File: config.mk
export PLATFORM = sky130hd
export DESIGN_NAME = sri_sequencer
export DESIGN_NICKNAME = d
export VERILOG_FILES = /design/src/shared/sri_pkg.sv /design/src/hw/sri_sequencer.sv
export SDC_FILE = /design/constraint.sdc
export NUM_CORES = 1
export LEC_CHECK = 0
export BUFFER_PORTS_ARGS = -buffer_cell sky130_fd_sc_hd__buf_2
export CAP_MARGIN = 20
export CORE_ASPECT_RATIO = 1.25
export CORE_MARGIN = 3
export CORE_UTILIZATION = 49
export DETAILED_ROUTE_END_ITERATION = 10
export GPL_ROUTABILITY_DRIVEN = 1
export PLACE_DENSITY = 0.77
export SLEW_MARGIN = 40
export SYNTH_ARGS = -nofsm -noshare
export SYNTH_HDL_FRONTEND = slang
export SYNTH_SLANG_ARGS = --single-unit
File: constraint.sdc
create_clock -name core_clk -period 2.8 [get_ports core_clk]
set_input_delay 0.56 -clock core_clk [delete_from_list [all_inputs] [get_ports core_clk]]
set_output_delay 0.56 -clock core_clk [all_outputs]
set_load 0.01 [all_outputs]
File: src/shared/sri_pkg.sv
package sri_pkg;

  // sequencing lengths in oscillator cycles
  localparam int SRI_LONG_CYC  = 4096;
  localparam int SRI_SHORT_CYC = 64;
  localparam int SRI_SREC_CYC  = 32;

  localparam logic [11:0] SRI_CNT_RST   = 12'h000;
  localparam logic [11:0] SRI_CNT_MAX   = 12'hFFF;
  localparam logic [11:0] SRI_LONG_LAST = 12'(SRI_LONG_CYC - 1);
  localparam logic [11:0] SRI_SREC_LAST = 12'(SRI_SREC_CYC - 1);
  localparam logic [5:0]  SRI_SHORT_LAST = 6'(SRI_SHORT_CYC - 1);

  // register offsets
  localparam logic [7:0] SRI_OFS_BRK_STAT = 8'h00;
  localparam logic [7:0] SRI_OFS_RST_SRC  = 8'h01;
  localparam logic [7:0] SRI_OFS_BRK_CTL  = 8'h03;
  localparam logic [7:0] SRI_OFS_CFG      = 8'h04;

  // reset_source_status_reg fields
  localparam int SRI_RS_POR    = 7;
  localparam int SRI_RS_PIN    = 6;
  localparam int SRI_RS_WDOG   = 5;
  localparam int SRI_RS_ILOP   = 4;
  localparam int SRI_RS_ILAD   = 3;
  localparam int SRI_RS_MONENT = 2;
  localparam int SRI_RS_LOWV   = 1;

  // break status, break_flag_control_reg and config fields
  localparam int SRI_BS_WAIT_EXIT = 1;
  localparam int SRI_BC_CLR_EN    = 7;
  localparam int SRI_CFG_LVPD     = 0;
  localparam int SRI_CFG_LVRD     = 1;
  localparam int SRI_CFG_SREC     = 2;
  localparam int SRI_CFG_WDD      = 3;

  localparam logic [7:0] SRI_RST_SRC_POR = 8'h80;
  localparam logic [7:0] SRI_REG_ZERO    = 8'h00;
  localparam logic [7:0] SRI_ERASED_BYTE = 8'hFF;
  localparam logic [6:0] SRI_VEC_SOFT    = 7'h00;

  typedef enum logic [2:0] {
    SQ_LV_HOLD,
    SQ_LONG,
    SQ_SHORT,
    SQ_RUN,
    SQ_WAIT,
    SQ_STOP,
    SQ_STOP_REC
  } sri_state_e;

  typedef struct packed {
    logic       take;
    logic [6:0] vec;
    logic       pc_minus_one;
    logic       push_high_index;
  } sri_stack_s;

  typedef struct packed {
    logic wdd;
    logic short_rec;
    logic lvrd;
    logic lvpd;
  } sri_cfg_s;

endpackage

File: src/hw/sri_sequencer.sv
// The implementer's own choices: the address map and the plain strobed port.
`timescale 1ns/1ps
// Notes on behaviour
// erased reset vector bytes raise internal reset; release enters monitor mode.
// low voltage sets its status bit and resets only if both cfg bits zero.
// low-voltage reset holds until supply recovers, then 4096 plus 64 cycles.
// system counter is 12 bits, advancing every oscillator cycle.
// system counter overflow clocks the watchdog counter.
// stop instruction clears the system counter.
// stop exit samples short recovery bit: 32 cycles if set, else 4096.
// after all reset states the counter runs freely.
// interrupt entry stacks registers and sets the mask; return restores them.
// interrupts latch with a vector constant; no override until serviced or unmasked.
// hardware interrupts taken at instruction end if unmasked and enabled.
// several pending interrupts: highest priority is serviced first.
// interrupt pending at return is serviced before the next instruction; the code takes it at the return only if i_mask is already clear in that cycle.
// high index register is never pushed on interrupt entry.
// software interrupt is taken whatever the mask bit.
// software interrupt stacks pc; hardware interrupt stacks pc minus one.
// resets beat all interrupts and never join arbitration.
// break output forces the cpu to the software interrupt vector.
// during break flags clear only with clear enable; cleared stays cleared.
// two-step flag clears stay protected during break; after break clear normally.
// wait and stop clear the mask and stop the cpu clock; exit by interrupt or reset.
// wait stops cpu clocks only; interrupt stacks one cycle later; watchdog stays on.
// reading reset status clears it; power-on sets only the power-on bit.
module sri_sequencer
  import sri_pkg::*;
#(
  parameter int NUM_IRQ = 24
) (
  input  wire logic               core_clk,
  input  wire logic               rst_n,
  input  wire logic [7:0]         addr,
  input  wire logic [7:0]         wdata,
  input  wire logic               wr_stb,
  input  wire logic               rd_stb,
  output logic      [7:0]         rdata,
  input  wire logic               power_on_reset_signal,
  input  wire logic               low_voltage_detect,
  input  wire logic               wdog_timeout,
  input  wire logic               illegal_opcode,
  input  wire logic               illegal_address,
  input  wire logic               rst_vec_fetch,
  input  wire logic [7:0]         rst_vec_byte,
  input  wire logic [NUM_IRQ-1:0] irq_req,
  input  wire logic [NUM_IRQ-1:0] irq_en,
  input  wire logic               i_mask,
  input  wire logic               insn_done,
  input  wire logic               int_ret_done,
  input  wire logic               sw_int_exec,
  input  wire logic               wait_exec,
  input  wire logic               stop_exec,
  input  wire logic               int_ack,
  input  wire logic               break_req,
  output logic                    sys_reset_n,
  output logic                    cpu_clk_en,
  output logic                    periph_clk_en,
  output logic                    monitor_mode,
  output logic                    wdog_tick,
  output logic                    wdog_enable,
  output sri_stack_s              stack_req,
  output logic                    mask_clr,
  output logic                    in_break,
  output logic                    flag_clear_ok
);

  function automatic logic [6:0] sri_pick(input logic [NUM_IRQ-1:0] p);
    logic [6:0] v;
    v = SRI_VEC_SOFT;
    for (int i = NUM_IRQ - 1; i >= 0; i--) begin
      if (p[i]) begin
        v = 7'(i + 1);
      end
    end
    return v;
  endfunction

  sri_state_e           state_r;
  sri_state_e           state_nxt;
  sri_cfg_s             cfg_r;
  sri_stack_s           stk_r;
  logic [11:0]          cnt_r;
  logic [11:0]          rec_last_r;
  logic [5:0]           sh_r;
  logic [7:0]           rs_r;
  logic [7:0]           rdata_r;
  logic                 clr_en_r;
  logic                 brk_wait_r;
  logic                 lv_meta_r;
  logic                 lv_sync_r;
  logic                 latched_r;
  logic [6:0]           lat_vec_r;
  logic                 i_mask_q_r;
  logic                 wake_r;
  logic                 brk_r;
  logic                 mon_r;
  logic                 mclr_r;
  logic                 vf_arm_r;
  logic                 vf_idx_r;
  logic                 vf_ff_r;
  logic [NUM_IRQ-1:0]   pend;
  logic                 lv_rst_hit;
  logic                 mon_rst_hit;
  logic                 other_rst;
  logic                 rst_evt;
  logic                 in_run;
  logic                 insn_end;
  logic                 i_fall;
  logic                 soft_take;
  logic                 hw_take;
  logic                 brk_wake;
  logic                 rd_rs;

  assign pend     = irq_req & irq_en;
  assign in_run   = (state_r == SQ_RUN);
  // a return is an instruction end, so a still pending source wins the prefetch when i_mask is already clear in the return cycle
  assign insn_end = insn_done | int_ret_done;
  assign i_fall   = i_mask_q_r & ~i_mask;
  assign lv_rst_hit  = lv_sync_r & ~cfg_r.lvpd & ~cfg_r.lvrd;
  assign mon_rst_hit = vf_arm_r & rst_vec_fetch & vf_idx_r & vf_ff_r
                     & (rst_vec_byte == SRI_ERASED_BYTE);
  assign other_rst = wdog_timeout | illegal_opcode | illegal_address | mon_rst_hit;
  assign rst_evt   = power_on_reset_signal | lv_rst_hit | other_rst;
  assign rd_rs     = rd_stb & (addr == SRI_OFS_RST_SRC);
  assign brk_wake  = (state_r == SQ_WAIT) & break_req;

  // resets never enter arbitration; takes only happen in run
  assign soft_take = in_run & ~rst_evt & ~latched_r & ~wake_r
                   & (break_req | (insn_end & sw_int_exec));
  assign hw_take  = in_run & ~rst_evt & ~latched_r & ~soft_take & (|pend)
                  & ((insn_end & ~i_mask) | wake_r);

  // low-voltage detector is analog and asynchronous to the core clock
  always_ff @(posedge core_clk) begin
    if (!rst_n) begin
      lv_meta_r <= 1'b0;
      lv_sync_r <= 1'b0;
    end else begin
      lv_meta_r <= low_voltage_detect;
      lv_sync_r <= lv_meta_r;
    end
  end

  always_comb begin
    state_nxt = state_r;
    if (power_on_reset_signal) begin
      state_nxt = SQ_LONG;
    end else if (lv_rst_hit) begin
      state_nxt = SQ_LV_HOLD;
    end else if (other_rst) begin
      // reset out of stop still gets the long oscillator settle
      state_nxt = (state_r == SQ_STOP || state_r == SQ_STOP_REC) ? SQ_LONG : SQ_SHORT;
    end else begin
      case (state_r)
        SQ_LV_HOLD:  state_nxt = lv_sync_r ? SQ_LV_HOLD : SQ_LONG;
        SQ_LONG:     state_nxt = (cnt_r == SRI_LONG_LAST) ? SQ_SHORT : SQ_LONG;
        SQ_SHORT:    state_nxt = (sh_r == SRI_SHORT_LAST) ? SQ_RUN : SQ_SHORT;
        SQ_RUN: begin
          if (stop_exec) begin
            state_nxt = SQ_STOP;
          end else if (wait_exec) begin
            state_nxt = SQ_WAIT;
          end
        end
        SQ_WAIT:     state_nxt = (|pend || break_req) ? SQ_RUN : SQ_WAIT;
        SQ_STOP:     state_nxt = (|pend) ? SQ_STOP_REC : SQ_STOP;
        SQ_STOP_REC: state_nxt = (cnt_r == rec_last_r) ? SQ_RUN : SQ_STOP_REC;
        default:     state_nxt = SQ_RUN;
      endcase
    end
  end

  always_ff @(posedge core_clk) begin
    if (!rst_n) begin
      state_r <= SQ_LONG;
    end else begin
      state_r <= state_nxt;
    end
  end

  // system counter: cleared by resets, stop and its hold, otherwise free
  always_ff @(posedge core_clk) begin
    if (!rst_n) begin
      cnt_r <= SRI_CNT_RST;
    end else if (rst_evt || state_r == SQ_LV_HOLD || state_r == SQ_STOP
                 || (in_run && stop_exec)) begin
      cnt_r <= SRI_CNT_RST;
    end else begin
      cnt_r <= cnt_r + 12'h001;
    end
  end

  always_ff @(posedge core_clk) begin
    if (!rst_n) begin
      sh_r <= 6'h00;
    end else if (state_r == SQ_SHORT && !rst_evt) begin
      sh_r <= sh_r + 6'h01;
    end else begin
      sh_r <= 6'h00;
    end
  end

  always_ff @(posedge core_clk) begin
    if (!rst_n) begin
      rec_last_r <= SRI_LONG_LAST;
    end else if (state_r == SQ_STOP && |pend) begin
      rec_last_r <= cfg_r.short_rec ? SRI_SREC_LAST : SRI_LONG_LAST;
    end
  end

  // interrupt stacking starts one cycle after a wake from wait or stop
  always_ff @(posedge core_clk) begin
    if (!rst_n) begin
      wake_r <= 1'b0;
    end else begin
      wake_r <= ~rst_evt & (|pend)
              & ((state_r == SQ_WAIT)
                 | (state_r == SQ_STOP_REC && cnt_r == rec_last_r));
    end
  end

  always_ff @(posedge core_clk) begin
    if (!rst_n) begin
      latched_r <= 1'b0;
      lat_vec_r <= SRI_VEC_SOFT;
    end else if (rst_evt || !in_run) begin
      latched_r <= 1'b0;
    end else if (soft_take || hw_take) begin
      latched_r <= 1'b1;
      lat_vec_r <= soft_take ? SRI_VEC_SOFT : sri_pick(pend);
    end else if (int_ack || i_fall) begin
      latched_r <= 1'b0;
    end
  end

  always_ff @(posedge core_clk) begin
    if (!rst_n) begin
      i_mask_q_r <= 1'b0;
    end else begin
      i_mask_q_r <= i_mask;
    end
  end

  // take pulse asks the cpu to stack and set the mask
  always_ff @(posedge core_clk) begin
    if (!rst_n) begin
      stk_r <= '0;
    end else begin
      stk_r.take            <= soft_take | hw_take;
      stk_r.vec             <= soft_take ? SRI_VEC_SOFT : sri_pick(pend);
      stk_r.pc_minus_one    <= hw_take;
      stk_r.push_high_index <= 1'b0;
    end
  end

  always_ff @(posedge core_clk) begin
    if (!rst_n) begin
      mclr_r <= 1'b0;
    end else begin
      mclr_r <= in_run & ~rst_evt & (wait_exec | stop_exec);
    end
  end

  always_ff @(posedge core_clk) begin
    if (!rst_n) begin
      brk_r <= 1'b0;
    end else if (rst_evt) begin
      brk_r <= 1'b0;
    end else if (soft_take && break_req) begin
      brk_r <= 1'b1;
    end else if (int_ret_done) begin
      brk_r <= 1'b0;
    end
  end

  // first vector bytes after each release are checked for erased flash
  always_ff @(posedge core_clk) begin
    if (!rst_n) begin
      vf_arm_r <= 1'b0;
      vf_idx_r <= 1'b0;
      vf_ff_r  <= 1'b0;
    end else if (state_r == SQ_SHORT && state_nxt == SQ_RUN) begin
      vf_arm_r <= 1'b1;
      vf_idx_r <= 1'b0;
    end else if (vf_arm_r && rst_vec_fetch) begin
      vf_idx_r <= 1'b1;
      vf_ff_r  <= (rst_vec_byte == SRI_ERASED_BYTE);
      vf_arm_r <= ~vf_idx_r;
    end
  end

  always_ff @(posedge core_clk) begin
    if (!rst_n) begin
      mon_r <= 1'b0;
    end else if (power_on_reset_signal) begin
      mon_r <= 1'b0;
    end else if (mon_rst_hit) begin
      mon_r <= 1'b1;
    end
  end

  // reset source bits: a new reset beats a clearing read
  always_ff @(posedge core_clk) begin
    if (!rst_n || power_on_reset_signal) begin
      rs_r <= SRI_RST_SRC_POR;
    end else begin
      rs_r <= (rd_rs ? SRI_REG_ZERO : rs_r)
            | {1'b0, 1'b0, wdog_timeout, illegal_opcode, illegal_address,
               mon_rst_hit, lv_rst_hit, 1'b0};
    end
  end

  always_ff @(posedge core_clk) begin
    if (!rst_n) begin
      cfg_r  <= '0;
      clr_en_r <= 1'b0;
    end else if (wr_stb && addr == SRI_OFS_CFG) begin
      cfg_r <= sri_cfg_s'(wdata[SRI_CFG_WDD:SRI_CFG_LVPD]);
    end else if (wr_stb && addr == SRI_OFS_BRK_CTL) begin
      clr_en_r <= wdata[SRI_BC_CLR_EN];
    end
  end

  always_ff @(posedge core_clk) begin
    if (!rst_n) begin
      brk_wait_r <= 1'b0;
    end else if (brk_wake) begin
      brk_wait_r <= 1'b1;
    end else if (wr_stb && addr == SRI_OFS_BRK_STAT && !wdata[SRI_BS_WAIT_EXIT]) begin
      brk_wait_r <= 1'b0;
    end
  end

  always_ff @(posedge core_clk) begin
    if (!rst_n) begin
      rdata_r <= SRI_REG_ZERO;
    end else begin
      rdata_r <= SRI_REG_ZERO;
      if (rd_stb) begin
        case (addr)
          SRI_OFS_BRK_STAT: rdata_r[SRI_BS_WAIT_EXIT] <= brk_wait_r;
          SRI_OFS_RST_SRC:  rdata_r <= rs_r;
          SRI_OFS_BRK_CTL:  rdata_r[SRI_BC_CLR_EN] <= clr_en_r;
          SRI_OFS_CFG:      rdata_r[SRI_CFG_WDD:SRI_CFG_LVPD] <= cfg_r;
          default:          rdata_r <= SRI_REG_ZERO;
        endcase
      end
    end
  end

  assign rdata         = rdata_r;
  assign sys_reset_n   = ~(state_r == SQ_LV_HOLD || state_r == SQ_LONG
                           || state_r == SQ_SHORT);
  assign cpu_clk_en    = in_run;
  assign periph_clk_en = ~(state_r == SQ_STOP || state_r == SQ_STOP_REC) & sys_reset_n;
  assign monitor_mode  = mon_r;
  assign wdog_tick     = (cnt_r == SRI_CNT_MAX) & sys_reset_n;
  assign wdog_enable   = ~cfg_r.wdd;
  assign stack_req     = stk_r;
  assign mask_clr      = mclr_r;
  assign in_break      = brk_r;
  // peripherals gate both clearing steps on this, so early first steps stay harmless
  assign flag_clear_ok = ~brk_r | clr_en_r;

  property p_mon_entry;
    @(posedge core_clk) disable iff (!rst_n)
    mon_rst_hit && !power_on_reset_signal && !lv_rst_hit
      |=> !sys_reset_n && rs_r[SRI_RS_MONENT] ##[1:80] monitor_mode && sys_reset_n;
  endproperty
  a_mon_entry: assert property (p_mon_entry) else $error("erased vector did not reset");

  property p_lowv;
    @(posedge core_clk) disable iff (!rst_n)
    lv_rst_hit && !power_on_reset_signal |=> state_r == SQ_LV_HOLD && rs_r[SRI_RS_LOWV];
  endproperty
  a_lowv: assert property (p_lowv) else $error("low voltage reset missed");

  property p_long_end;
    @(posedge core_clk) disable iff (!rst_n)
    state_r == SQ_LONG && cnt_r == SRI_LONG_LAST && !rst_evt
      |=> state_r == SQ_SHORT ##63 state_r == SQ_SHORT ##1 (state_r == SQ_RUN || rst_evt);
  endproperty
  a_long_end: assert property (p_long_end) else $error("reset phase length wrong");

  property p_free_run;
    @(posedge core_clk) disable iff (!rst_n)
    in_run && !rst_evt && !stop_exec |=> cnt_r == $past(cnt_r) + 12'h001;
  endproperty
  a_free_run: assert property (p_free_run) else $error("counter not free running");

  property p_stop_clr;
    @(posedge core_clk) disable iff (!rst_n)
    in_run && stop_exec && !rst_evt |=> cnt_r == SRI_CNT_RST && state_r == SQ_STOP;
  endproperty
  a_stop_clr: assert property (p_stop_clr) else $error("stop did not clear counter");

  // a reset event during recovery restarts sequencing, so it drops the attempt
  property p_short_rec;
    @(posedge core_clk) disable iff (!rst_n || rst_evt)
    state_r == SQ_STOP && |pend && cfg_r.short_rec
      |=> ##31 state_r == SQ_STOP_REC ##1 state_r == SQ_RUN;
  endproperty
  a_short_rec: assert property (p_short_rec) else $error("short stop recovery length");

  property p_soft;
    @(posedge core_clk) disable iff (!rst_n)
    soft_take |=> stack_req.take && stack_req.vec == SRI_VEC_SOFT && !stack_req.pc_minus_one;
  endproperty
  a_soft: assert property (p_soft) else $error("software interrupt not forced");

  property p_hw_mask;
    @(posedge core_clk) disable iff (!rst_n)
    stack_req.take && stack_req.pc_minus_one |-> !$past(i_mask) || $past(wake_r);
  endproperty
  a_hw_mask: assert property (p_hw_mask) else $error("masked interrupt taken");

  property p_hold_latch;
    @(posedge core_clk) disable iff (!rst_n)
    latched_r && in_run && !rst_evt && !int_ack && !i_fall |=> latched_r && $stable(lat_vec_r);
  endproperty
  a_hold_latch: assert property (p_hold_latch) else $error("latched vector overridden");

  property p_rst_first;
    @(posedge core_clk) disable iff (!rst_n)
    !sys_reset_n |=> !stack_req.take;
  endproperty
  a_rst_first: assert property (p_rst_first) else $error("interrupt taken in reset");

  property p_rs_read;
    @(posedge core_clk) disable iff (!rst_n)
    rd_rs && !rst_evt |=> rdata == $past(rs_r) && rs_r == SRI_REG_ZERO;
  endproperty
  a_rs_read: assert property (p_rs_read) else $error("status read did not clear");

endmodule // sri_sequencer

Word level (Yosys, flattened, before mapping)
Index checks and enable logic that the tools add are counted.

Bits of input ports: 90. Output and inout port bits: 27. Logic and storage cells: 201. Flip-flop bits (word level): 76.

Mux-type cells: 51. Add/subtract/negate cells: 2. Reduce and logical (&&, ||, !) cells: 49. Equality and inequality tests: 14. Bitwise gates (word level): 52.

Operator list (number): 7-bit 2-to-1 mux (22); 25-bit OR reduction (1); 24-bit bitwise AND (1); 24-bit OR reduction (1); 1-bit bitwise AND (23); 3-bit 2-to-1 mux (7); 3-bit one-hot mux with 7 select lines (1); 17-bit OR reduction (1); 1-bit inverter (15); 12-bit by 1-bit adder with 12-bit output, second input constant (1); 12-bit == test (1); 12-bit == test, second input constant (1); 12-bit 2-to-1 mux (1); 1-bit OR (12); 2-bit OR reduction (6); 1-bit logical AND (11); 1-bit logical OR (11); 1-bit 2-to-1 mux (10); 5-bit 2-to-1 mux (2); 3-bit by 2-bit == test with 1-bit output, second input constant (3); 3-bit == test, second input constant (3); 9-bit OR reduction (1); 8-bit by 1-bit == test with 1-bit output, second input constant (1); 8-bit by 2-bit == test with 1-bit output, second input constant (1); other kinds (19) (31).

Logic depth before layout (Yosys ltp)
Gate-level depths: netlist (run 1).

Depth in word-level cells: 25. Depth in mapped cells: 9. Mapped depth without buffers: 8.

Worst setup path after synthesis (run 1)
No wires, ideal clock.

Path type: input port to flip-flop. Start point: input port irq_req[11]. End point: register vf_ff_r. Setup time: 0.075 ns. Buffers on the path: 0. Data arrival time: 2.091 ns. Stages: 7. Setup slack: 0.634 ns. Data required time: 2.725 ns. Path through: a22oi_2 -> nand4_1 -> or3b_4 -> nand3b_4 -> o22a_2 -> a221o_1 -> o22ai_1.

Cells in the longest elaborated chain, start to end: 12. Elaborated cells on any way between the ends: 13. Classes of those cells: eq/ne: 1; mux: 6; bitwise: 2; reduce/logical: 4.

Ends and longest elaborated chain: start, declared (line sri_sequencer.sv:46) `input wire logic [NUM_IRQ-1:0] irq_req,`; 24-bit bitwise AND (*) (line sri_sequencer.sv:115) `assign pend = irq_req & irq_en;`; 24-bit OR reduction (*) (line sri_sequencer.sv:166, sri_sequencer.sv:167); 1-bit logical OR (line sri_sequencer.sv:166) `SQ_WAIT: state_nxt = (|pend || break_req) ? SQ_RUN : SQ_WAIT;`; 3-bit 2-to-1 mux (line sri_sequencer.sv:166); 3-bit one-hot mux with 7 select lines (*) (line sri_sequencer.sv:155) `case (state_r)`; 3-bit 2-to-1 mux (*) (line sri_sequencer.sv:151) `end else if (other_rst) begin`; 3-bit 2-to-1 mux (*) (line sri_sequencer.sv:149) `end else if (lv_rst_hit) begin`; 3-bit 2-to-1 mux (*) (line sri_sequencer.sv:147) `if (power_on_reset_signal) begin`; 3-bit by 2-bit == test with 1-bit output (*) (line sri_sequencer.sv:283) `end else if (state_r == SQ_SHORT && state_nxt == SQ_RUN) begin`; 1-bit logical AND (*) (line sri_sequencer.sv:283); 1-bit inverter (no line) (*); 2-bit AND reduction (no line) (*); end signal, assigned (line sri_sequencer.sv:288) `vf_ff_r <= (rst_vec_byte == SRI_ERASED_BYTE);`; end, declared (line sri_sequencer.sv:101) `logic vf_ff_r;`.

Mark *: on every way between the ends. The rest lies on a longest branch, timed or not. A chain may end at the register's enable or synchronous reset.

Worst setup path after layout (run 1)
Start point: register state_r[0]. End point: output port periph_clk_en.

Cells in the longest elaborated chain, start to end: 5. Elaborated cells on any way between the ends: 11. Classes of those cells: eq/ne: 4; bitwise: 3; reduce/logical: 4.

Ends and longest elaborated chain: start, declared (line sri_sequencer.sv:79) `sri_state_e state_r;`; start signal, assigned (line sri_sequencer.sv:178) `state_r <= state_nxt;`; 3-bit by 1-bit == test with 1-bit output or 3-bit zero test (tied branches) (line sri_sequencer.sv:353) `assign sys_reset_n = ~(state_r == SQ_LV_HOLD || state_r == SQ_LONG`; 1-bit logical OR (line sri_sequencer.sv:353); 1-bit logical OR (line sri_sequencer.sv:354) `|| state_r == SQ_SHORT);`; 1-bit inverter (line sri_sequencer.sv:353); 1-bit bitwise AND (*) (line sri_sequencer.sv:356) `assign periph_clk_en = ~(state_r == SQ_STOP || state_r == SQ_STOP_REC) & sys_reset_n;`; end, declared (line sri_sequencer.sv:58) `output logic periph_clk_en,`.

Marks and branches as above.

==> results.sh, run 1 <==
export IMPL_grt_pass1_vias=2795
export IMPL_ctsRootBufferMaster="clkbuf_8"
export IMPL_dp_hpwl_microns=5790
export IMPL_criticalPathCategory="flop to primary output"
export IMPL_cp_end_kind="primary output"
export IMPL_synthDistinctLibCells=63
export IMPL_grt_max_degree=20
export IMPL_holdPathStages=2
export IMPL_drtPass1Iterations=4
export IMPL_reg2reg_depth=7
export IMPL_synth_most_common_cell="dfxtp_1"
export IMPL_grt_usage_pct=21.8
export IMPL_totalWireLength_microns=7230
export IMPL_area_growth_pct=26.4
export IMPL_cts_buffer_depth=2
export IMPL_fmax_mhz=425
export IMPL_arrival_ns=1.79
export IMPL_synthMuxAreaShare_pct=2.42
export IMPL_switching_share_pct=23.7
export IMPL_clk_pin_slew_ns=0.07
export IMPL_antenna_found_initial=0
export IMPL_die_area_sq_um=6970
export IMPL_final_area_sq_um=3720
export IMPL_drive_gt1_share_pct=31.3
export IMPL_rows=30
export IMPL_wl_per_cell_microns=13.7
export IMPL_gp_congestion=0.830
export IMPL_synthTopCellsByCount="dfxtp_1 (59), nor2_1 (47), nand2_1 (31)"
export IMPL_whs_endpoint="lv_meta_r$_SDFF_PN0_"
export IMPL_hold_path_startpoint="low_voltage_detect"
export IMPL_start_util_pct=52.2
export IMPL_cts_sinks=59
export IMPL_yosys_warnings=0
export IMPL_cts_resized=0
export IMPL_p_sw_uw=455
export IMPL_worst_pin_slew_ns=0.529
export IMPL_comb_power_share_pct=10.1
export IMPL_cts_hold_buffers=0
export IMPL_ff2ff_setup_slack_ns=0.46
export IMPL_cp_max_fo=19
export IMPL_hp_class="primary input to flop"
export IMPL_finalSetupViolations=0
export IMPL_port_buffers=109
export IMPL_ioPinCount=117
export IMPL_status="complete, no violations"
export IMPL_finalWorstPathRequiredPeriod_ns=2.35
export IMPL_vias=2948
export IMPL_die_x_microns=75.3
export IMPL_clock_latency_ns=0.34
export IMPL_synth_compound_area_share_pct=17.9
export IMPL_ys_async_sr_fraction_pct=0
export IMPL_syn_inst=350
export IMPL_synth_largest_area_cell="dfxtp_1"
export IMPL_synth_simple_area_share_pct=29.9
export IMPL_syn_cell_area_sq_um=2940
export IMPL_first_iter_violations=120
export IMPL_internal_power_uw=1470
export IMPL_synth_top_flop_cell="dfxtp_1"
export IMPL_synthXorXnorAreaFrac_pct=4.17
export IMPL_yosysSeqAreaShare_pct=40.2
export IMPL_worst_ep_required_time_ns=2.24
export IMPL_synth_top_family_by_area="simple AND/OR/NAND/NOR gates"
export IMPL_hold_viol_final=0
export IMPL_power_density_nw_per_um2=517
export IMPL_seqPwrFrac_pct=44.7
export IMPL_synth_edf_count=0
export IMPL_postCtsSetupRepairBufs=0
export IMPL_ant_nets=0
export IMPL_syn_avg_cell_area_sq_um=8.40
export IMPL_post_route_drc_count=0
export IMPL_yosysTopAreaCellShare_pct=40.2
export IMPL_nNetsFinal=551
export IMPL_coreArea_sq_um=5630
export IMPL_vias_per_cell=5.58
export IMPL_grt_pass1_wl_microns=11800
export IMPL_synthAdderAreaFrac_pct=0.851
export IMPL_cap_violations=0
export IMPL_rsz0062_at_grt="no"
export IMPL_startpoint_type="flop"
export IMPL_synthTopCellsByArea="dfxtp_1 (40%), nor2_1 (6.0%), nand2_1 (4.0%), a21oi_1 (3.2%), nand3_1 (3.2%)"
export IMPL_overflow=0
export IMPL_cts_tree="yes"
export IMPL_slew_violations=0
export IMPL_power_leakage_uw=0.00164
export IMPL_diodes=0
export IMPL_die_h_microns=92.6
export IMPL_relSlewSlack_pct=64.7
export IMPL_cts_buffers=9
export IMPL_clockPowerShare_pct=45.2
export IMPL_post_route_period_util_pct=84.1
export IMPL_peakVddDrop_mv=0.501
export IMPL_r2r_end="vf_ff_r$_SDFFE_PN0P_"
export IMPL_htreeDepth=3
export IMPL_fill_cells=477
export IMPL_ys_seq_elements=59
export IMPL_r2r_start="cnt_r[0]$_SDFF_PP0_"
export IMPL_skew_ns=0.00865
export IMPL_postPlaceCellArea_sq_um=3490
export IMPL_setup_tns_ns=0
## registers in the layout, indices dropped and copies added, names as in the netlist, 3 cells and up
name,cells
cfg_r,4
cnt_r,12
rdata,7
rs_r,6
sh_r,6
stack_req,7
state_r,3
## power groups by stage
stage / registers (uW) / clock network [uW] / logic (uW)
finish: 859 / 869 / 193
global route: 860 / 928 / 216
CTS: 859 / 891 / 193
detailed placement: 878 / 0 / 192
global placement: 878 / 0 / 187
floorplan: 875 / 0 / 101
## routing by layer
layer | share of wire (%) | track usage [%]
met1 | 40 | 24.1
met2 | 49 | 37.2
met3 | 7.6 | 5.10
met4 | 3.0 | 11.7
met5 | 0 | 0
## cell families (layout without fill, tap and decap cells)
kind of cell               after synthesis  after routing
and+or+nand+nor                        167            167
AOI/OAI and AO/OA                       75             75
DFF                                     59             59
buffers and inverters                   25            136
xor gates and xnor gates                14             14
muxes                                    7              7
adders and majority gates                2              2
other                                    1              4
## worst max-delay path, cell delays in order (launching register included)
cell      delay (ns)
dfxtp_1         0.65
nand2b_1        0.17
a21boi_0        0.38
nor2_1          0.08
buf_2           0.16
## layout by cell type (no fill, tap or decap), drive strengths merged, types with 10 or more instances in the layout
| cell | synthesis | routed |
|---|---|---|
| nand3 | 19 | 19 |
| buf | 9 | 109 |
| inv | 11 | 11 |
| nor2 | 49 | 49 |
| dfxtp | 59 | 59 |
| nand2 | 31 | 31 |
| a21oi | 19 | 19 |
| o21ai | 11 | 11 |
| a22oi | 14 | 14 |
| nor3 | 10 | 10 |
| clkbuf | 5 | 10 |
## per-stage QoR
step	utilization, %	std cells	hold WS (ns)	setup slack [ns]	power (uW)
after floorplan	-	353	0.412	0.634	976
after global placement	62.0	512	0.425	0.331	1070
after detailed placement	62.0	512	0.437	0.302	1070
after CTS	66.0	528	0.409	0.462	1940
after global routing	66.0	528	0.434	0.259	2000
final	66.0	528	0.424	0.446	1920
## final cells by class
cell class              count  area [sq um]  share of cell area [%]
repair buffers            109           546                    14.7
flip-flops and latches     59          1180                    31.8
inverters                  11          41.3                    1.11
multi-input cells         269          1640                    44.2
clock inverters             6          88.8                    2.39
well taps                  64          80.1                    2.15
clock buffers              10           138                    3.70
## worst max-delay path by stage
stage                     startpoint               endpoint  slack [ns]  cells after the start
6_report       state_r[0]$_SDFF_PN1_          periph_clk_en        0.45                      4
5_1_grt        state_r[0]$_SDFF_PN1_          periph_clk_en        0.26                      4
4_1_cts        state_r[0]$_SDFF_PN1_          periph_clk_en        0.46                      4
3_5_place_dp             irq_req[11]  vf_arm_r$_SDFFE_PN0P_        0.30                      8
3_3_place_gp             irq_req[13]  vf_arm_r$_SDFFE_PN0P_        0.33                      8
2_1_floorplan            irq_req[11]   vf_ff_r$_SDFFE_PN0P_        0.63                      7
Note: power is estimated with default switching activity, not from simulation.
==> inputs of run 2 (changes only) <==
Settings changed: CORE_UTILIZATION 49 to 44, PLACE_DENSITY 0.77 to 0.72.
Clock period 2.8 ns to 2.1 ns, I/O delays scaled along.
==> results.sh, run 2 (synthesized netlist as in run 1, its figures left out) <==
export IMPL_drive_gt1_share_pct=36.4
export IMPL_p_sw_uw=622
export IMPL_hold_ws_ns=0.303
export IMPL_comb_power_share_pct=12.1
export IMPL_cts_buffer_depth=2
export IMPL_vias=3007
export IMPL_dp_cells=566
export IMPL_clock_latency_ns=0.34
export IMPL_criticalPathCategory="flop to flop"
export IMPL_slowest_delay_ns=0.63
export IMPL_hold_path_startpoint="low_voltage_detect"
export IMPL_start_util_pct=46.5
export IMPL_coreArea_sq_um=6330
export IMPL_grt_met3_usage_pct=4.73
export IMPL_ff2ff_setup_slack_ns=0.09
export IMPL_clockPowerShare_pct=41.5
export IMPL_cp_num_buf_inv=1
export IMPL_grt_busiest_layer="met2"
export IMPL_holdPathStages=2
export IMPL_power_density_nw_per_um2=619
export IMPL_hold_viol_final=0
export IMPL_cts_sinks=59
export IMPL_internal_power_uw=1840
export IMPL_multi_input_area_sq_um=1660
export IMPL_regArea_sq_um=1180
export IMPL_switching_share_pct=25.2
export IMPL_cp_max_fo=12
export IMPL_antenna_found_initial=0
export IMPL_grt_usage_pct=19.2
export IMPL_grt_util_met2_pct=32.2
export IMPL_worst_ep_required_time_ns=2.36
export IMPL_cp_cell_sequence="inv_1 -> nor2_2 -> or4b_2 -> a221o_1 -> o22ai_1"
export IMPL_area_growth_pct=35.3
export IMPL_first_iter_violations=74
export IMPL_gp_congestion=0.807
export IMPL_finalWorstPathRequiredPeriod_ns=2.01
export IMPL_layout_cells_non_filler=582
export IMPL_startpoint_type="flop"
export IMPL_ant_nets=0
export IMPL_overflow=0
export IMPL_cts_tree="yes"
export IMPL_postCtsSetupRepairBufs=0
export IMPL_final_area_sq_um=3980
export IMPL_grt_pass1_vias=2895
export IMPL_r2r_start="state_r[1]$_SDFF_PN0_"
export IMPL_status="complete, no violations"
export IMPL_peakVddDrop_mv=0.393
export IMPL_regMostFlops="cnt_r"
export IMPL_clk_pin_slew_ns=0.07
export IMPL_power_leakage_uw=0.00180
export IMPL_worst_path_max_delay_cell="or4b_2"
export IMPL_layout_common_cells="buf_2 (109), dfxtp_1 (59), nor2_1 (47)"
export IMPL_cap_violations=0
export IMPL_seqPwrFrac_pct=46.4
export IMPL_die_h_microns=97.4
export IMPL_finalSetupViolations=0
export IMPL_htreeDepth=3
export IMPL_drtPass1Iterations=4
export IMPL_postPlaceCellArea_sq_um=3760
export IMPL_port_buffers=109
export IMPL_largest_reg_flops=12
export IMPL_ctsRootBufferMaster="clkbuf_8"
export IMPL_rsz0062_at_grt="no"
export IMPL_diodes=0
export IMPL_vias_per_cell=5.17
export IMPL_ioPinCount=117
export IMPL_r2r_end="vf_ff_r$_SDFFE_PN0P_"
export IMPL_arrival_ns=2.27
export IMPL_fmax_mhz=497
export IMPL_use_met1_pct=22.7
export IMPL_reg2reg_depth=5
export IMPL_rows=32
export IMPL_grt_pass1_wl_microns=12100
export IMPL_hp_class="primary input to flop"
export IMPL_cp_end_kind="flop"
export IMPL_wl_per_cell_microns=12.7
export IMPL_fill_cells=564
export IMPL_slew_violations=0
export IMPL_final_common_cell="buf_2"
export IMPL_crit_family="simple AND/OR/NAND/NOR gates"
export IMPL_cts_buffers=9
export IMPL_totalWireLength_microns=7360
export IMPL_nNetsFinal=584
export IMPL_finalPower_uw=2470
export IMPL_die_x_microns=79.1
export IMPL_skew_ns=0.0115
export IMPL_whs_endpoint="lv_meta_r$_SDFF_PN0_"
export IMPL_post_route_drc_count=0
export IMPL_die_area_sq_um=7710
export IMPL_cts_hold_buffers=0
export IMPL_dp_hpwl_microns=5920
export IMPL_grt_max_degree=13
export IMPL_post_route_period_util_pct=95.7
-- run 2: changes by cell type in the layout (fill, tap and decap cells not counted), sizes merged --
cell and change:
clkinv +4, buf +33, clkinvlp -2, clkbuf -1
bufinv -1
-- run 2: power by group through the flow --
stage / clock [uW] / sequential, uW / combinational [uW]
after CTS: 1050 / 1140 / 300
after detailed placement: 0 / 1170 / 298
after global routing: 1120 / 1140 / 332
after global placement: 0 / 1170 / 293
final: 1020 / 1140 / 299
after floorplan: 0 / 1170 / 135
-- run 2: cell type report --
| cell class | count | share of cell area (%) |
|---|---|---|
| clock buffer | 9 | 3.11 |
| clock inverter | 7 | 1.98 |
| inverter | 11 | 1.04 |
| multi-input combinational | 269 | 41.6 |
| sequential | 59 | 29.7 |
| tap | 85 | 2.67 |
| timing repair buffer | 142 | 19.9 |
-- run 2: what timing repair did --
item / in CTS / in global routing
gates resized for setup: 0 / 6
setup endpoints to repair: 0 / 5
hold endpoints to repair: 0 / 0
-- run 2: routing by layer --
metal	vias up	share of wire (%)
li1	1540	-
met1	1352	44
met2	97	47
met3	18	6.7
met4	0	2.6
met5	-	0
-- run 2: stage by stage --
stage	setup WS, ns	setup TNS [ns]	util (%)
2_1_floorplan	0.0739	0	-
3_3_place_gp	-0.214	-0.739	59.5
3_5_place_dp	-0.249	-0.918	59.5
4_1_cts	0.0366	0	62.7
5_1_grt	0.0206	0	62.9
6_report	0.0897	0	62.9
-- run 2: worst max path at each step --
stage | start | end | slack, ns | cells past startpoint
4_1_cts | cnt_r[1]$_SDFF_PP0_ | vf_ff_r$_SDFFE_PN0P_ | 0.04 | 8
3_5_place_dp | irq_req[13] | vf_arm_r$_SDFFE_PN0P_ | -0.25 | 8
2_1_floorplan | irq_req[11] | vf_ff_r$_SDFFE_PN0P_ | 0.07 | 7
3_3_place_gp | irq_req[13] | vf_arm_r$_SDFFE_PN0P_ | -0.21 | 8
5_1_grt | state_r[1]$_SDFF_PN0_ | vf_ff_r$_SDFFE_PN0P_ | 0.02 | 5
6_report | state_r[1]$_SDFF_PN0_ | vf_ff_r$_SDFFE_PN0P_ | 0.09 | 5
==> inputs of run 3 (changes only) <==
Settings changed: CORE_ASPECT_RATIO 1.25 to 0.5, CORE_UTILIZATION 44 to 49, PLACE_DENSITY 0.72 to 0.77, TNS_END_PERCENT set to 20.
Clock period 2.1 ns to 2 ns, I/O delays scaled along.
==> results.sh, run 3 (synthesized netlist as in run 1, its figures left out) <==
export IMPL_start_util_pct=52.2
export IMPL_clk_pin_slew_ns=0.05
export IMPL_largest_reg_flops=12
export IMPL_nNetsFinal=603
export IMPL_cap_violations=0
export IMPL_cts_tree="yes"
export IMPL_ioPinCount=117
export IMPL_arrival_ns=2.22
export IMPL_wl_per_cell_microns=14.0
export IMPL_grt_pass1_wl_microns=12900
export IMPL_startpoint_type="flop"
export IMPL_power_density_nw_per_um2=734
export IMPL_area_growth_pct=45.2
export IMPL_diodes=0
export IMPL_layout_common_cells="buf_2 (109), dfxtp_1 (56), buf_4 (51)"
export IMPL_grt_pass1_vias=2919
export IMPL_peakVddDrop_mv=0.631
export IMPL_vias=3173
export IMPL_ctsRootBufferMaster="clkbuf_16"
export IMPL_totalWireLength_microns=8250
export IMPL_gp_congestion=0.792
export IMPL_die_h_microns=60.8
export IMPL_htreeDepth=3
export IMPL_slew_violations=0
export IMPL_coreArea_sq_um=5630
export IMPL_dp_hpwl_microns=6150
export IMPL_rsz0062_at_grt="yes"
export IMPL_drive_gt1_share_pct=40.3
export IMPL_cts_sinks=59
export IMPL_worst_pin_slew_ns=0.470
export IMPL_criticalPathCategory="flop to flop"
export IMPL_relSlewSlack_pct=67.8
export IMPL_post_route_period_util_pct=98.9
export IMPL_fmax_mhz=506
export IMPL_finalWorstPathRequiredPeriod_ns=1.98
export IMPL_status="complete, no violations"
export IMPL_finalSetupViolations=0
export IMPL_power_leakage_uw=0.00195
export IMPL_overflow=0
export IMPL_setup_tns_ns=0
export IMPL_cp_max_fo=6
export IMPL_ant_nets=0
export IMPL_clock_latency_ns=0.32
export IMPL_grt_usage_pct=23.7
export IMPL_fill_cells=422
export IMPL_grt_max_degree=12
export IMPL_cts_buffer_depth=2
export IMPL_regMostFlops="cnt_r"
export IMPL_die_area_sq_um=7030
export IMPL_rows=19
export IMPL_final_common_cell="buf_2"
export IMPL_post_route_drc_count=0
export IMPL_final_area_sq_um=4270
export IMPL_die_x_microns=116
export IMPL_cts_buffers=9
export IMPL_finalPower_uw=3130
export IMPL_cts_hold_buffers=0
export IMPL_cp_end_kind="flop"
export IMPL_drtPass1Iterations=5
export IMPL_skew_ns=0.00819
export IMPL_port_buffers=109
export IMPL_antenna_found_initial=0
export IMPL_first_iter_violations=195
export IMPL_hold_viol_final=0
export IMPL_worst_ep_required_time_ns=2.25
export IMPL_hp_class="primary input to flop"
export IMPL_postPlaceCellArea_sq_um=3890
export IMPL_vias_per_cell=5.39
run 3: changes by cell type in the layout (fill, tap and decap cells not counted), sizes merged:
| cell | delta |
|---|---|
| clkinv | -4 |
| clkinvlp | +1 |
| buf | +19 |
| clkbuf | +2 |
| bufinv | +1 |
run 3: layout make-up:
cell class	instances	area (sq um)	share of cell area, %
inverter	11	41.3	0.967
tap	73	91.3	2.14
multi-input combinational	269	1690	39.7
timing repair buffer	161	948	22.2
sequential	59	1180	27.7
clock inverter	5	77.6	1.82
clock buffer	11	233	5.45
run 3: path summary, 6_finish.rpt:
kind	slack [ns]	cells after the start	from	end
setup reg to reg	0.02	8	cnt_r[1]$_SDFF_PP0_	vf_ff_r$_SDFFE_PN0P_
hold / removal	0.29	2	low_voltage_detect	lv_meta_r$_SDFF_PN0_
setup / recovery	0.02	8	cnt_r[1]$_SDFF_PP0_	vf_ff_r$_SDFFE_PN0P_
hold reg to reg	0.44	1	lv_meta_r$_SDFF_PN0_	lv_sync_r$_SDFF_PN0_
run 3: per-stage QoR:
step                      cells  setup WS (ns)  utilization [%]  hold slack, ns
after floorplan             353        0.00414                -           0.412
after global placement      571         -0.306             69.0           0.417
after detailed placement    571         -0.378             69.0           0.426
after CTS                   587       -0.00481             74.9           0.288
after global routing        589        -0.0480             75.8           0.292
final                       589         0.0228             75.8           0.291
run 3: power by group:
part           internal, uW  total [uW]  leakage [uW]  switching (uW)
Sequential             1190        1200      0.000479            9.22
Clock                  1080        1590      0.000150             502
Combinational           179         345       0.00132             166
run 3: timing repair:
action | CTS | global route
endpoints found under the setup margin | 7 | 7
pin swaps | 1 | 4
buffers inserted | 0 | 2
resized for setup | 6 | 11
run 3: metal layers:
metal | routed length, microns | vias up | GRT usage (%)
met5 | 0 | - | 0
met4 | 78 | 0 | 4.52
met3 | 684 | 10 | 8.07
met2 | 3970 | 134 | 43.5
met1 | 3530 | 1460 | 27.6
li1 | - | 1569 | -
run 3: critical path, cell delays in order, from the launching register on:
cell      delay [ns]
dfxtp_2         0.34
ha_2            0.20
and4_4          0.27
a21boi_1        0.19
buf_4           0.14
o211ai_1        0.12
and3_1          0.20
a221o_1         0.29
o22ai_1         0.14
